<file path="config.mk">
export PLATFORM = sky130hd
export DESIGN_NAME = nfc_host
export DESIGN_NICKNAME = d
export VERILOG_FILES = /design/src/verilog/nfc_pkg.sv /design/src/verilog/nfc_cycle.sv /design/src/verilog/nfc_host.sv
export SDC_FILE = /design/constraint.sdc
export NUM_CORES = 1
export LEC_CHECK = 0
export ABC_CLOCK_PERIOD_IN_PS = 4600
export BUFFER_PORTS_ARGS = -buffer_cell sky130_fd_sc_hd__buf_2
export CORE_MARGIN = 10
export CORE_UTILIZATION = 35
export CTS_CLUSTER_SIZE = 40
export DETAILED_ROUTE_END_ITERATION = 8
export GPL_ROUTABILITY_DRIVEN = 0
export SYNTH_ARGS = -nofsm -noshare
export SYNTH_HDL_FRONTEND = slang
export SYNTH_HIERARCHICAL = 1
export SYNTH_SLANG_ARGS = --single-unit
</file>
<file path="constraint.sdc">
create_clock -name clk -period 4.6 [get_ports clk]
set_input_delay 0.46 -clock clk [delete_from_list [all_inputs] [get_ports clk]]
set_output_delay 0.46 -clock clk [all_outputs]
set_load 0.005 [all_outputs]
</file>
<file path="src/verilog/nfc_pkg.sv">
// Package for the NAND feature set/get host controller
package nfc_pkg;
  // Device command codes
  localparam logic [7:0] CMD_SET_FEAT = 8'hEF;
  localparam logic [7:0] CMD_GET_FEAT = 8'hEE;
  localparam logic [7:0] CMD_RD_STATUS = 8'h70;
  localparam logic [7:0] CMD_RD_MODE = 8'h00;
  // Feature addresses
  localparam logic [7:0] FA_TIMING = 8'h01;
  localparam logic [7:0] FA_DRIVE = 8'h80;
  localparam logic [7:0] FA_RB_PULL = 8'h81;
  localparam logic [7:0] FA_ARRAY = 8'h90;
  // Parameter field masks and values
  localparam logic [7:0] TIMING_MODE_MASK = 8'h07;
  localparam logic [7:0] TIMING_MODE_MAX = 8'h05;
  localparam logic [7:0] DRIVE_MASK = 8'h03;
  localparam logic [7:0] ARRAY_MASK = 8'h1B;
  localparam logic [7:0] ARRAY_ECC_ON = 8'h08;
  localparam logic [7:0] ARRAY_OTP_MASK = 8'h03;
  localparam logic [7:0] ARRAY_OTP_BAD = 8'h02;
  localparam logic [7:0] ARRAY_LOCK_OFF = 8'h10;
  localparam logic [7:0] STATUS_LOCK_REPEAT = 8'h60;
  localparam int SR_READY_BIT = 6;
  localparam int SR_FAIL_BIT = 0;
  localparam logic [7:0] FEAT_RESET = 8'h00;
  // Host-side Wishbone registers (byte addresses)
  localparam logic [7:0] REG_CTRL = 8'h00;
  localparam logic [7:0] REG_ADDR = 8'h04;
  localparam logic [7:0] REG_WDATA = 8'h08;
  localparam logic [7:0] REG_RDATA = 8'h0C;
  localparam logic [7:0] REG_STATUS = 8'h10;
  localparam int CTRL_GO_BIT = 0;
  localparam int CTRL_GET_BIT = 1;
  localparam int CTRL_POLL_BIT = 2;
  // Timing: 125 MHz clock, 8 ns period
  localparam int CLK_PERIOD_PS = 8000;
  localparam int ADL_WAIT_PS = 70000;
  localparam int ADL_CYC = (ADL_WAIT_PS + CLK_PERIOD_PS - 1) / CLK_PERIOD_PS;
  localparam int STROBE_PS = 25000;
  localparam int STROBE_CYC = (STROBE_PS + CLK_PERIOD_PS - 1) / CLK_PERIOD_PS;
  localparam int WB_PS = 100;
  localparam int WB_CYC = (WB_PS + CLK_PERIOD_PS - 1) / CLK_PERIOD_PS;
  localparam int CNT_W = 8;
  localparam int NUM_PARAMS = 4;
  // Bus cycle kinds driven onto the flash pins
  typedef enum logic [1:0] {
    CYC_CMD = 2'b00,
    CYC_ADDR = 2'b01,
    CYC_WRITE = 2'b10,
    CYC_READ = 2'b11
  } nfc_cyc_type;
  // Flash pin bundle driven by the host
  typedef struct packed {
    logic ceN;
    logic cle;
    logic ale;
    logic weN;
    logic read_strobe_n;
    logic [7:0] dqOut;
    logic dqOe;
  } nfc_pins_type;
  // One bus cycle request to the pin sequencer
  typedef struct packed {
    nfc_cyc_type kind;
    logic [7:0] data;
  } nfc_req_type;
endpackage : nfc_pkg

</file>
<file path="src/verilog/nfc_cycle.sv">
// Pin sequencer: one command, address, write or read cycle on the flash bus
`timescale 1ns/1ps
`default_nettype none
module nfc_cycle
  import nfc_pkg::*;
(
  // Clock and reset
  input wire logic clk,
  input wire logic nrst,
  // Request side
  input wire logic reqValid,
  input wire nfc_req_type req,
  output logic reqReady,
  output logic doneP,
  output logic [7:0] rdData,
  // Flash pins
  output nfc_pins_type pins,
  input wire logic [7:0] dqIn
);
  logic [CNT_W-1:0] cnt_r;
  logic busy_r;
  nfc_req_type cur_r;
  logic [7:0] rdData_r;
  logic done_r;

  assign reqReady = !busy_r;
  assign doneP = done_r;
  assign rdData = rdData_r;

  always_ff @(posedge clk or negedge nrst) begin
    if (!nrst) begin
      busy_r <= 1'b0;
      cur_r <= '0;
      cnt_r <= '0;
      done_r <= 1'b0;
      rdData_r <= 8'h00;
    end else begin
      done_r <= 1'b0;
      if (!busy_r && reqValid) begin
        busy_r <= 1'b1;
        cur_r <= req;
        cnt_r <= CNT_W'(2 * STROBE_CYC);
      end else if (busy_r) begin
        // Read data sampled in the last strobe-low cycle; the target lets go once it rises
        if (cnt_r == CNT_W'(STROBE_CYC + 1) && cur_r.kind == CYC_READ) begin
          rdData_r <= dqIn;
        end
        if (cnt_r == '0) begin
          busy_r <= 1'b0;
          done_r <= 1'b1;
        end else begin
          cnt_r <= cnt_r - 1'b1;
        end
      end
    end
  end

  // Strobe low in the first half of the cycle; a write latches on the rising edge
  logic strobeLow;
  assign strobeLow = busy_r && (cnt_r > CNT_W'(STROBE_CYC));
  always_comb begin
    pins.ceN = 1'b0;
    pins.cle = busy_r && cur_r.kind == CYC_CMD;
    pins.ale = busy_r && cur_r.kind == CYC_ADDR;
    pins.weN = !(strobeLow && cur_r.kind != CYC_READ);
    pins.read_strobe_n = !(strobeLow && cur_r.kind == CYC_READ);
    pins.dqOut = cur_r.data;
    pins.dqOe = !(busy_r && cur_r.kind != CYC_READ);
  end
endmodule : nfc_cycle
`default_nettype wire

</file>
<file path="src/verilog/nfc_host.sv">
// Host controller issuing set/get features to an asynchronous NAND target
// Summary of operation
// - EFh/EEh, one address, four parameter bytes
// - Host waits address-to-data time before data
// - Busy after address, then host reads four
// - After 70h polling, issue 00h before reading
// - Host never issues 78h during get-features
`timescale 1ns/1ps
`default_nettype none
module nfc_host
  import nfc_pkg::*;
(
  // Clock and reset
  input wire logic clk,
  input wire logic nrst,
  // Wishbone slave
  input wire logic wbCyc,
  input wire logic wbStb,
  input wire logic wbWe,
  input wire logic [7:0] wbAdr,
  input wire logic [3:0] wbSel,
  input wire logic [31:0] wbDatW,
  output logic [31:0] wbDatR,
  output logic wbAck,
  // Flash pins
  output nfc_pins_type pins,
  input wire logic [7:0] dqIn,
  input wire logic readyBusyN
);
  typedef enum logic [3:0] {
    ST_IDLE = 4'b0000,
    ST_CMD = 4'b0001,
    ST_ADDR = 4'b0010,
    ST_ADL = 4'b0011,
    ST_WDATA = 4'b0100,
    ST_BUSY = 4'b0101,
    ST_POLL_CMD = 4'b0110,
    ST_POLL_RD = 4'b0111,
    ST_RDMODE = 4'b1000,
    ST_RDATA = 4'b1001,
    ST_DONE = 4'b1010
  } nfc_state_type;

  nfc_state_type state_r;
  logic isGet_r, usePoll_r;
  logic [7:0] feat_r;
  logic [31:0] wdata_r, rdata_r;
  logic [1:0] idx_r;
  logic [CNT_W-1:0] wait_r;
  logic busy_r, err_r, lockRepeat_r;
  logic [7:0] status_r;
  logic issued_r;
  logic go;

  // Sequencer link
  logic reqValid, reqReady, doneP;
  nfc_req_type req;
  logic [7:0] cycData;

  nfc_cycle u_cycle (
    .clk(clk),
    .nrst(nrst),
    .reqValid(reqValid),
    .req(req),
    .reqReady(reqReady),
    .doneP(doneP),
    .rdData(cycData),
    .pins(pins),
    .dqIn(dqIn)
  );

  // Reserved bits masked to zero before the device sees them
  function automatic logic [7:0] legal_p1(input logic [7:0] fa, input logic [7:0] p);
    if (fa == FA_TIMING) begin
      legal_p1 = (p & TIMING_MODE_MASK) > TIMING_MODE_MAX ? FEAT_RESET : (p & TIMING_MODE_MASK);
    end else if (fa == FA_DRIVE || fa == FA_RB_PULL) begin
      legal_p1 = p & DRIVE_MASK;
    end else if (fa == FA_ARRAY) begin
      // 02h is no defined OTP code; fall back to normal access
      legal_p1 = ((p & ARRAY_OTP_MASK) == ARRAY_OTP_BAD) ? (p & ARRAY_MASK & ~ARRAY_OTP_MASK)
                 : (p & ARRAY_MASK);
    end else begin
      legal_p1 = p;
    end
  endfunction : legal_p1

  function automatic logic known_feat(input logic [7:0] fa);
    known_feat = (fa == FA_TIMING) || (fa == FA_DRIVE) || (fa == FA_RB_PULL) || (fa == FA_ARRAY);
  endfunction : known_feat

  // Wishbone: ack one cycle after the strobe, dropped the next
  logic wbHit;
  assign wbHit = wbCyc && wbStb && !wbAck;
  assign go = wbHit && wbWe && wbAdr == REG_CTRL && wbSel[0] && wbDatW[CTRL_GO_BIT]
              && !busy_r && known_feat(feat_r);

  always_ff @(posedge clk or negedge nrst) begin
    if (!nrst) begin
      wbAck <= 1'b0;
      wbDatR <= 32'h0000_0000;
    end else begin
      wbAck <= wbHit;
      if (wbHit && !wbWe) begin
        if (wbAdr == REG_CTRL) begin
          wbDatR <= {31'h0000_0000, busy_r};
        end else if (wbAdr == REG_ADDR) begin
          wbDatR <= {24'h00_0000, feat_r};
        end else if (wbAdr == REG_WDATA) begin
          wbDatR <= wdata_r;
        end else if (wbAdr == REG_RDATA) begin
          wbDatR <= rdata_r;
        end else if (wbAdr == REG_STATUS) begin
          wbDatR <= {16'h0000, status_r, 5'h00, lockRepeat_r, err_r, busy_r};
        end else begin
          wbDatR <= 32'h0000_0000;
        end
      end
    end
  end

  // Software setup registers; power-on feature values are all 00h
  always_ff @(posedge clk or negedge nrst) begin
    if (!nrst) begin
      feat_r <= FA_TIMING;
      wdata_r <= 32'h0000_0000;
      isGet_r <= 1'b0;
      usePoll_r <= 1'b0;
    end else if (wbHit && wbWe && !busy_r) begin
      if (wbAdr == REG_ADDR && wbSel[0]) begin
        feat_r <= wbDatW[7:0];
      end else if (wbAdr == REG_WDATA) begin
        for (int b = 0; b < 4; b++) begin
          if (wbSel[b]) wdata_r[8*b +: 8] <= wbDatW[8*b +: 8];
        end
      end else if (wbAdr == REG_CTRL && wbSel[0]) begin
        isGet_r <= wbDatW[CTRL_GET_BIT];
        usePoll_r <= wbDatW[CTRL_POLL_BIT];
      end
    end
  end

  // Cycle request decode for each state
  always_comb begin
    reqValid = 1'b0;
    req.kind = CYC_CMD;
    req.data = 8'h00;
    case (state_r)
      ST_CMD: begin
        reqValid = !issued_r;
        req.data = isGet_r ? CMD_GET_FEAT : CMD_SET_FEAT;
      end
      ST_ADDR: begin
        reqValid = !issued_r;
        req.kind = CYC_ADDR;
        req.data = feat_r;
      end
      ST_WDATA: begin
        reqValid = !issued_r;
        req.kind = CYC_WRITE;
        req.data = (idx_r == 2'd0) ? legal_p1(feat_r, wdata_r[7:0]) : 8'h00;
      end
      ST_POLL_CMD: begin
        reqValid = !issued_r;
        req.data = CMD_RD_STATUS;
      end
      ST_POLL_RD: begin
        reqValid = !issued_r;
        req.kind = CYC_READ;
      end
      ST_RDMODE: begin
        reqValid = !issued_r;
        req.data = CMD_RD_MODE;
      end
      ST_RDATA: begin
        reqValid = !issued_r;
        req.kind = CYC_READ;
      end
      default: begin
        reqValid = 1'b0;
      end
    endcase
  end

  // Main sequence; only EF/EE/70/00 are ever sent, never 78h
  always_ff @(posedge clk or negedge nrst) begin
    if (!nrst) begin
      state_r <= ST_IDLE;
      issued_r <= 1'b0;
      idx_r <= 2'd0;
      wait_r <= '0;
      busy_r <= 1'b0;
      err_r <= 1'b0;
      lockRepeat_r <= 1'b0;
      status_r <= 8'h00;
      rdata_r <= 32'h0000_0000;
    end else begin
      if (reqValid && reqReady) issued_r <= 1'b1;
      case (state_r)
        ST_IDLE: begin
          // The get bit is written on this same edge, so decide from the bus word
          if (go && (!wbDatW[CTRL_GET_BIT] || readyBusyN)) begin
            state_r <= ST_CMD;
            busy_r <= 1'b1;
            err_r <= 1'b0;
            lockRepeat_r <= 1'b0;
            idx_r <= 2'd0;
          end else if (go) begin
            err_r <= 1'b1;
          end
        end
        ST_CMD: if (doneP) begin
          issued_r <= 1'b0;
          state_r <= ST_ADDR;
        end
        ST_ADDR: if (doneP) begin
          issued_r <= 1'b0;
          wait_r <= CNT_W'(ADL_CYC);
          state_r <= isGet_r ? ST_BUSY : ST_ADL;
        end
        ST_ADL: begin
          if (wait_r == '0) state_r <= ST_WDATA;
          else wait_r <= wait_r - 1'b1;
        end
        ST_WDATA: if (doneP) begin
          issued_r <= 1'b0;
          idx_r <= idx_r + 1'b1;
          if (idx_r == 2'(NUM_PARAMS - 1)) begin
            state_r <= ST_BUSY;
            wait_r <= CNT_W'(WB_CYC);
          end
        end
        ST_BUSY: begin
          // Let R/B# fall before trusting it; covers feature and interface-change busy
          if (wait_r != '0) begin
            wait_r <= wait_r - 1'b1;
          end else if (usePoll_r) begin
            state_r <= ST_POLL_CMD;
          end else if (readyBusyN) begin
            state_r <= isGet_r ? ST_RDATA : ST_DONE;
          end
        end
        ST_POLL_CMD: if (doneP) begin
          issued_r <= 1'b0;
          state_r <= ST_POLL_RD;
        end
        ST_POLL_RD: if (doneP) begin
          issued_r <= 1'b0;
          status_r <= cycData;
          if (cycData[SR_READY_BIT]) begin
            if (!isGet_r && cycData == STATUS_LOCK_REPEAT
                && feat_r == FA_ARRAY && (wdata_r[7:0] & ARRAY_LOCK_OFF) != 8'h00) begin
              lockRepeat_r <= 1'b1;
            end
            if (cycData[SR_FAIL_BIT]) err_r <= 1'b1;
            state_r <= isGet_r ? ST_RDMODE : ST_DONE;
          end
        end
        ST_RDMODE: if (doneP) begin
          issued_r <= 1'b0;
          state_r <= ST_RDATA;
        end
        ST_RDATA: if (doneP) begin
          issued_r <= 1'b0;
          rdata_r[8*idx_r +: 8] <= cycData;
          idx_r <= idx_r + 1'b1;
          if (idx_r == 2'(NUM_PARAMS - 1)) state_r <= ST_DONE;
        end
        ST_DONE: begin
          busy_r <= 1'b0;
          state_r <= ST_IDLE;
        end
        default: state_r <= ST_IDLE;
      endcase
    end
  end

  // Assertions
  property p_adl;
    @(posedge clk) disable iff (!nrst)
      (state_r == ST_ADDR && doneP && !isGet_r) |=> (state_r == ST_ADL)[*2];
  endproperty
  a_adl: assert property (p_adl) else $error("data cycle before address wait");

  property p_no78;
    @(posedge clk) disable iff (!nrst)
      (pins.cle && !pins.dqOe) |-> pins.dqOut != 8'h78;
  endproperty
  a_no78: assert property (p_no78) else $error("enhanced status issued");

  property p_four;
    @(posedge clk) disable iff (!nrst)
      (state_r == ST_WDATA && doneP && idx_r == 2'd3) |=> state_r == ST_BUSY;
  endproperty
  a_four: assert property (p_four) else $error("busy not entered after fourth byte");

  property p_rdmode;
    @(posedge clk) disable iff (!nrst)
      (state_r == ST_POLL_RD && doneP && isGet_r && cycData[SR_READY_BIT]) |=> state_r == ST_RDMODE;
  endproperty
  a_rdmode: assert property (p_rdmode) else $error("read mode skipped after polling");

  property p_getidle;
    @(posedge clk) disable iff (!nrst)
      (state_r == ST_IDLE && go && wbDatW[CTRL_GET_BIT] && !readyBusyN) |=>
        state_r == ST_IDLE && err_r;
  endproperty
  a_getidle: assert property (p_getidle) else $error("get features started while busy");

  property p_tmode;
    @(posedge clk) disable iff (!nrst)
      (state_r == ST_WDATA && feat_r == FA_TIMING && reqValid) |-> req.data <= TIMING_MODE_MAX;
  endproperty
  a_tmode: assert property (p_tmode) else $error("illegal timing mode sent");

  property p_drive;
    @(posedge clk) disable iff (!nrst)
      (state_r == ST_WDATA && feat_r == FA_DRIVE && reqValid) |-> (req.data & ~DRIVE_MASK) == 8'h00;
  endproperty
  a_drive: assert property (p_drive) else $error("reserved drive bits set");

  property p_rest;
    @(posedge clk) disable iff (!nrst)
      (state_r == ST_WDATA && idx_r != 2'd0 && reqValid) |-> req.data == 8'h00;
  endproperty
  a_rest: assert property (p_rest) else $error("reserved parameter byte nonzero");

  property p_getcmd;
    @(posedge clk) disable iff (!nrst)
      (state_r == ST_CMD && reqValid) |-> req.data == (isGet_r ? CMD_GET_FEAT : CMD_SET_FEAT);
  endproperty
  a_getcmd: assert property (p_getcmd) else $error("wrong feature command code");
endmodule : nfc_host
`default_nettype wire

</file>
==> impl_metrics.yaml <==
floorplanning:
  dieArea_um2: 29100
  ios: 105
  die_height_um: 170
  core_um2: 22400
  initial_core_util_pct: 35.3
  fp.dieW_um: 170
  num_rows: 55
global_routing:
  antenna_found_initial: 0
  grt_pass1_wl_um: 34600
  grt_usage_pct: 15.1
  grt_max_degree: 83
  grt_pass1_vias: 6171
  grt_overflow: 0
setup_path:
  crit_type: "reg -> reg"
  end_kind: "register"
  cp_slowest_cell: "dfrtp_1"
  cp.required_ns: 4.97
  slowest_delay_ns: 0.82
  crit_fanout: 26
  cp.arrival_ns: 3.05
  path_cells: "nor3_1 > a211oi_1 > a2bb2oi_1 > nor2b_1 > nor2b_1 > nand2_1 > nand2_1"
  start_kind: "register"
logic_synthesis:
  netlist_top_cells_area: "dfrtp_1 (51%), nand2_1 (9.0%), mux2_2 (7.1%)"
  syn_area_um2: 7930
  synth_edf_count: 0
  yosysTopAreaCell: "dfrtp_1"
  yosys_warnings: 6
  synthCells: 812
  async_reset_ff_share_pct: 100
  yosys_most_used_dff: "dfrtp_1"
  synthDistinctLibCells: 73
  yosysTopAreaCellShare_pct: 50.5
  avgSynthCellArea_um2: 9.76
  yosys_register_bits: 161
  synth_sequential_area_ratio_pct: 50.8
  syn-num-nets: 881
route:
  viasPerCell: 5.22
  ant_nets: 0
  drt_iter0_markers: 485
  wl_per_cell_um: 18.1
  firstDrtPassIters: 5
  num_vias: 6199
  drc: 0
  routed_wl_um: 21500
clocking:
  cts_buffer_depth: 2
  cts-root-buf: "clkbuf_16"
  post-cts-setup-buffers: 0
  cts_buffers: 17
  worst_skew_pair.late_latency_ns: 0.44
  h-tree-depth: 4
  cts_num_sinks: 161
  clk_pin_slew_ns: 0.07
  ctsResizeCount: 0
  cts_tree: "yes"
  ctsHoldBuffers: 0
sta:
  setup_ws_ns: 1.92
  fin_setup_tns_ns: 0
  finalHoldViolCount: 0
  finalCritPeriodShare_pct: 58.2
  slew_headroom_pct: 28.4
  fin_skew_ns: 0.0151
  rsz0062_at_grt: "false"
  finalSetupViolations: 0
  tightest_slew_ns: 1.07
  drv_slew: 0
  period_needed_ns: 2.68
  clock.fmax_mhz: 374
place:
  dp.cells: 1156
  dp_hpwl_um: 15500
  port_buffers: 103
  place_ws_ns: 1.95
  dpl_cell_area_um2: 8590
outcome:
  outcome: "finished, final reports clean"
hold_path:
  hold_class: "in -> async"
finish:
  layout_commonest_cell: "nand2_1"
  nets: 959
  areaGrowthSynthToFinish_pct: 16.0
  fillCellCount: 2223
  final_cells: 1188
  stdcell_area_um2: 9190
  mostFrequentLayoutCells: "nand2_1 (189), dfrtp_1 (160), buf_2 (102), o21ai_0 (78), mux2_2 (50)"
  antenna_cells: 0
  final_layout_size_suffix_gt1_share_pct: 23.3
pwr:
  p_leak_uw: 0.00433
  cellPowerDensity_nw_per_um2: 472
  irDropWorstVdd_uv: 265
  p_total_uw: 4340
run:
  drv_cap: 0
## worst paths after layout
kind | from | endpoint | slack, ns | cells past startpoint
max | state_r[2]$_DFFE_PN0P_ | u_cycle/pins[3]$_DFFE_PN0P_ | 1.92 | 7
max reg2reg | state_r[2]$_DFFE_PN0P_ | u_cycle/pins[3]$_DFFE_PN0P_ | 1.92 | 7
min in group clk | wbDatW[12] | wdata_r[12]$_DFFE_PN0P_ | 0.24 | 2
max in group asynchronous | nrst | rdata_r[23]$_DFFE_PN0P_ | 3.45 | 2
min | nrst | wbAck$_DFF_PN0_ | 0.08 | 1
min reg2reg | wbDatR[17]$_DFFE_PN0P_ | wbDatR[17]$_DFFE_PN0P_ | 0.47 | 2
## sequential cells by signal (all words and copies together), names as in the netlist
signal and flops:
rdata_r 32, wbDatR 32, wdata_r 32, feat_r 8
status_r 8, u_cycle/cnt_r 8, u_cycle/pins 8, u_cycle/rdData 8
wait_r 8, state_r 4, idx_r 2, u_cycle/cur_r 2
busy_r 1, err_r 1, isGet_r 1, issued_r 1
lockRepeat_r 1, u_cycle/busy_r 1, u_cycle/doneP 1, usePoll_r 1
wbAck 1
## cells by family (layout without fill, tap and decap cells)
| family | count (synthesis) | after routing | share of synthesized area [%] |
|---|---|---|---|
| AO/OA/AOI/OAI | 204 | 204 | 16.7 |
| other | 1 | 1 | 0.0473 |
| AND/OR/NAND/NOR | 314 | 314 | 18.9 |
| adder cells (fa/ha/maj) | 11 | 11 | 1.74 |
| XOR/XNOR | 3 | 3 | 0.332 |
| buffers and inverters | 63 | 154 | 3.68 |
| flip-flops | 161 | 161 | 50.8 |
| multiplexers | 55 | 55 | 7.73 |
## per-stage QoR
| step | hold slack (ns) | util (%) |
|---|---|---|
| final | 0.0783 | 41.0 |
| after detailed placement | 0.464 | 38.3 |
| after global routing | 0.137 | 41.0 |
| after CTS | 0.106 | 41.0 |
| after floorplan | 0.164 | - |
| after global placement | 0.455 | 38.3 |
## layer usage
metal / share of wire [%] / GRT usage (%) / wire length (µm) / vias up
met5: 0 / 0 / 0 / -
met4: 1.3 / 4.81 / 280 / 0
met3: 4.4 / 3.16 / 950 / 19
met2: 48 / 23.9 / 10200 / 138
met1: 47 / 20.1 / 10000 / 3024
li1: - / - / - / 3018
## synthesized netlist by cell type (3+ instances only)
| master | n |
|---|---|
| buf_4 | 12 |
| nand3_1 | 10 |
| mux2_2 | 50 |
| nand2b_1 | 11 |
| o21a_1 | 4 |
| nor3_4 | 3 |
| a211oi_1 | 3 |
| nor3b_1 | 6 |
| inv_1 | 17 |
| o41ai_1 | 5 |
| nor4_1 | 7 |
| a21oi_1 | 31 |
| o22a_1 | 6 |
| nand3b_1 | 3 |
| nand3_2 | 3 |
| o32ai_1 | 3 |
| nand4_1 | 4 |
| a31oi_1 | 4 |
| nor2_1 | 29 |
| clkbuf_1 | 24 |
| a22oi_1 | 27 |
| or2_2 | 3 |
| dfrtp_1 | 160 |
| o21bai_1 | 3 |
| buf_2 | 7 |
| a21o_1 | 14 |
| mux2i_1 | 5 |
| ha_1 | 11 |
| nor3_1 | 12 |
| o21ai_0 | 78 |
| nor2b_1 | 12 |
| and3_1 | 4 |
| nand2_1 | 189 |
## power breakdown
| part | switching (µW) | internal, µW | leakage (µW) |
|---|---|---|---|
| logic | 599 | 465 | 0.00190 |
| registers | 285 | 1570 | 0.00214 |
| clock network | 675 | 748 | 0.000293 |
| total | 1560 | 2780 | 0.00433 |
## worst max-delay path, delay by kind of cell, from the launching register on
family	cells	cell delay, ns
DFF	1	0.82
and+or+nand+nor	5	1.27
AOI/OAI and AO/OA	2	0.53
## area by class of cell
cell class,instances,area [µm²],area share [%]
clock inverter,14,161,1.76
multi-input combinational,588,3600,39.2
timing repair buffer,105,537,5.84
sequential,161,4030,43.8
inverter,17,63.8,0.694
clock buffer,18,439,4.78
tap,285,357,3.88
No activity file was read; power rests on OpenSTA's default activity.
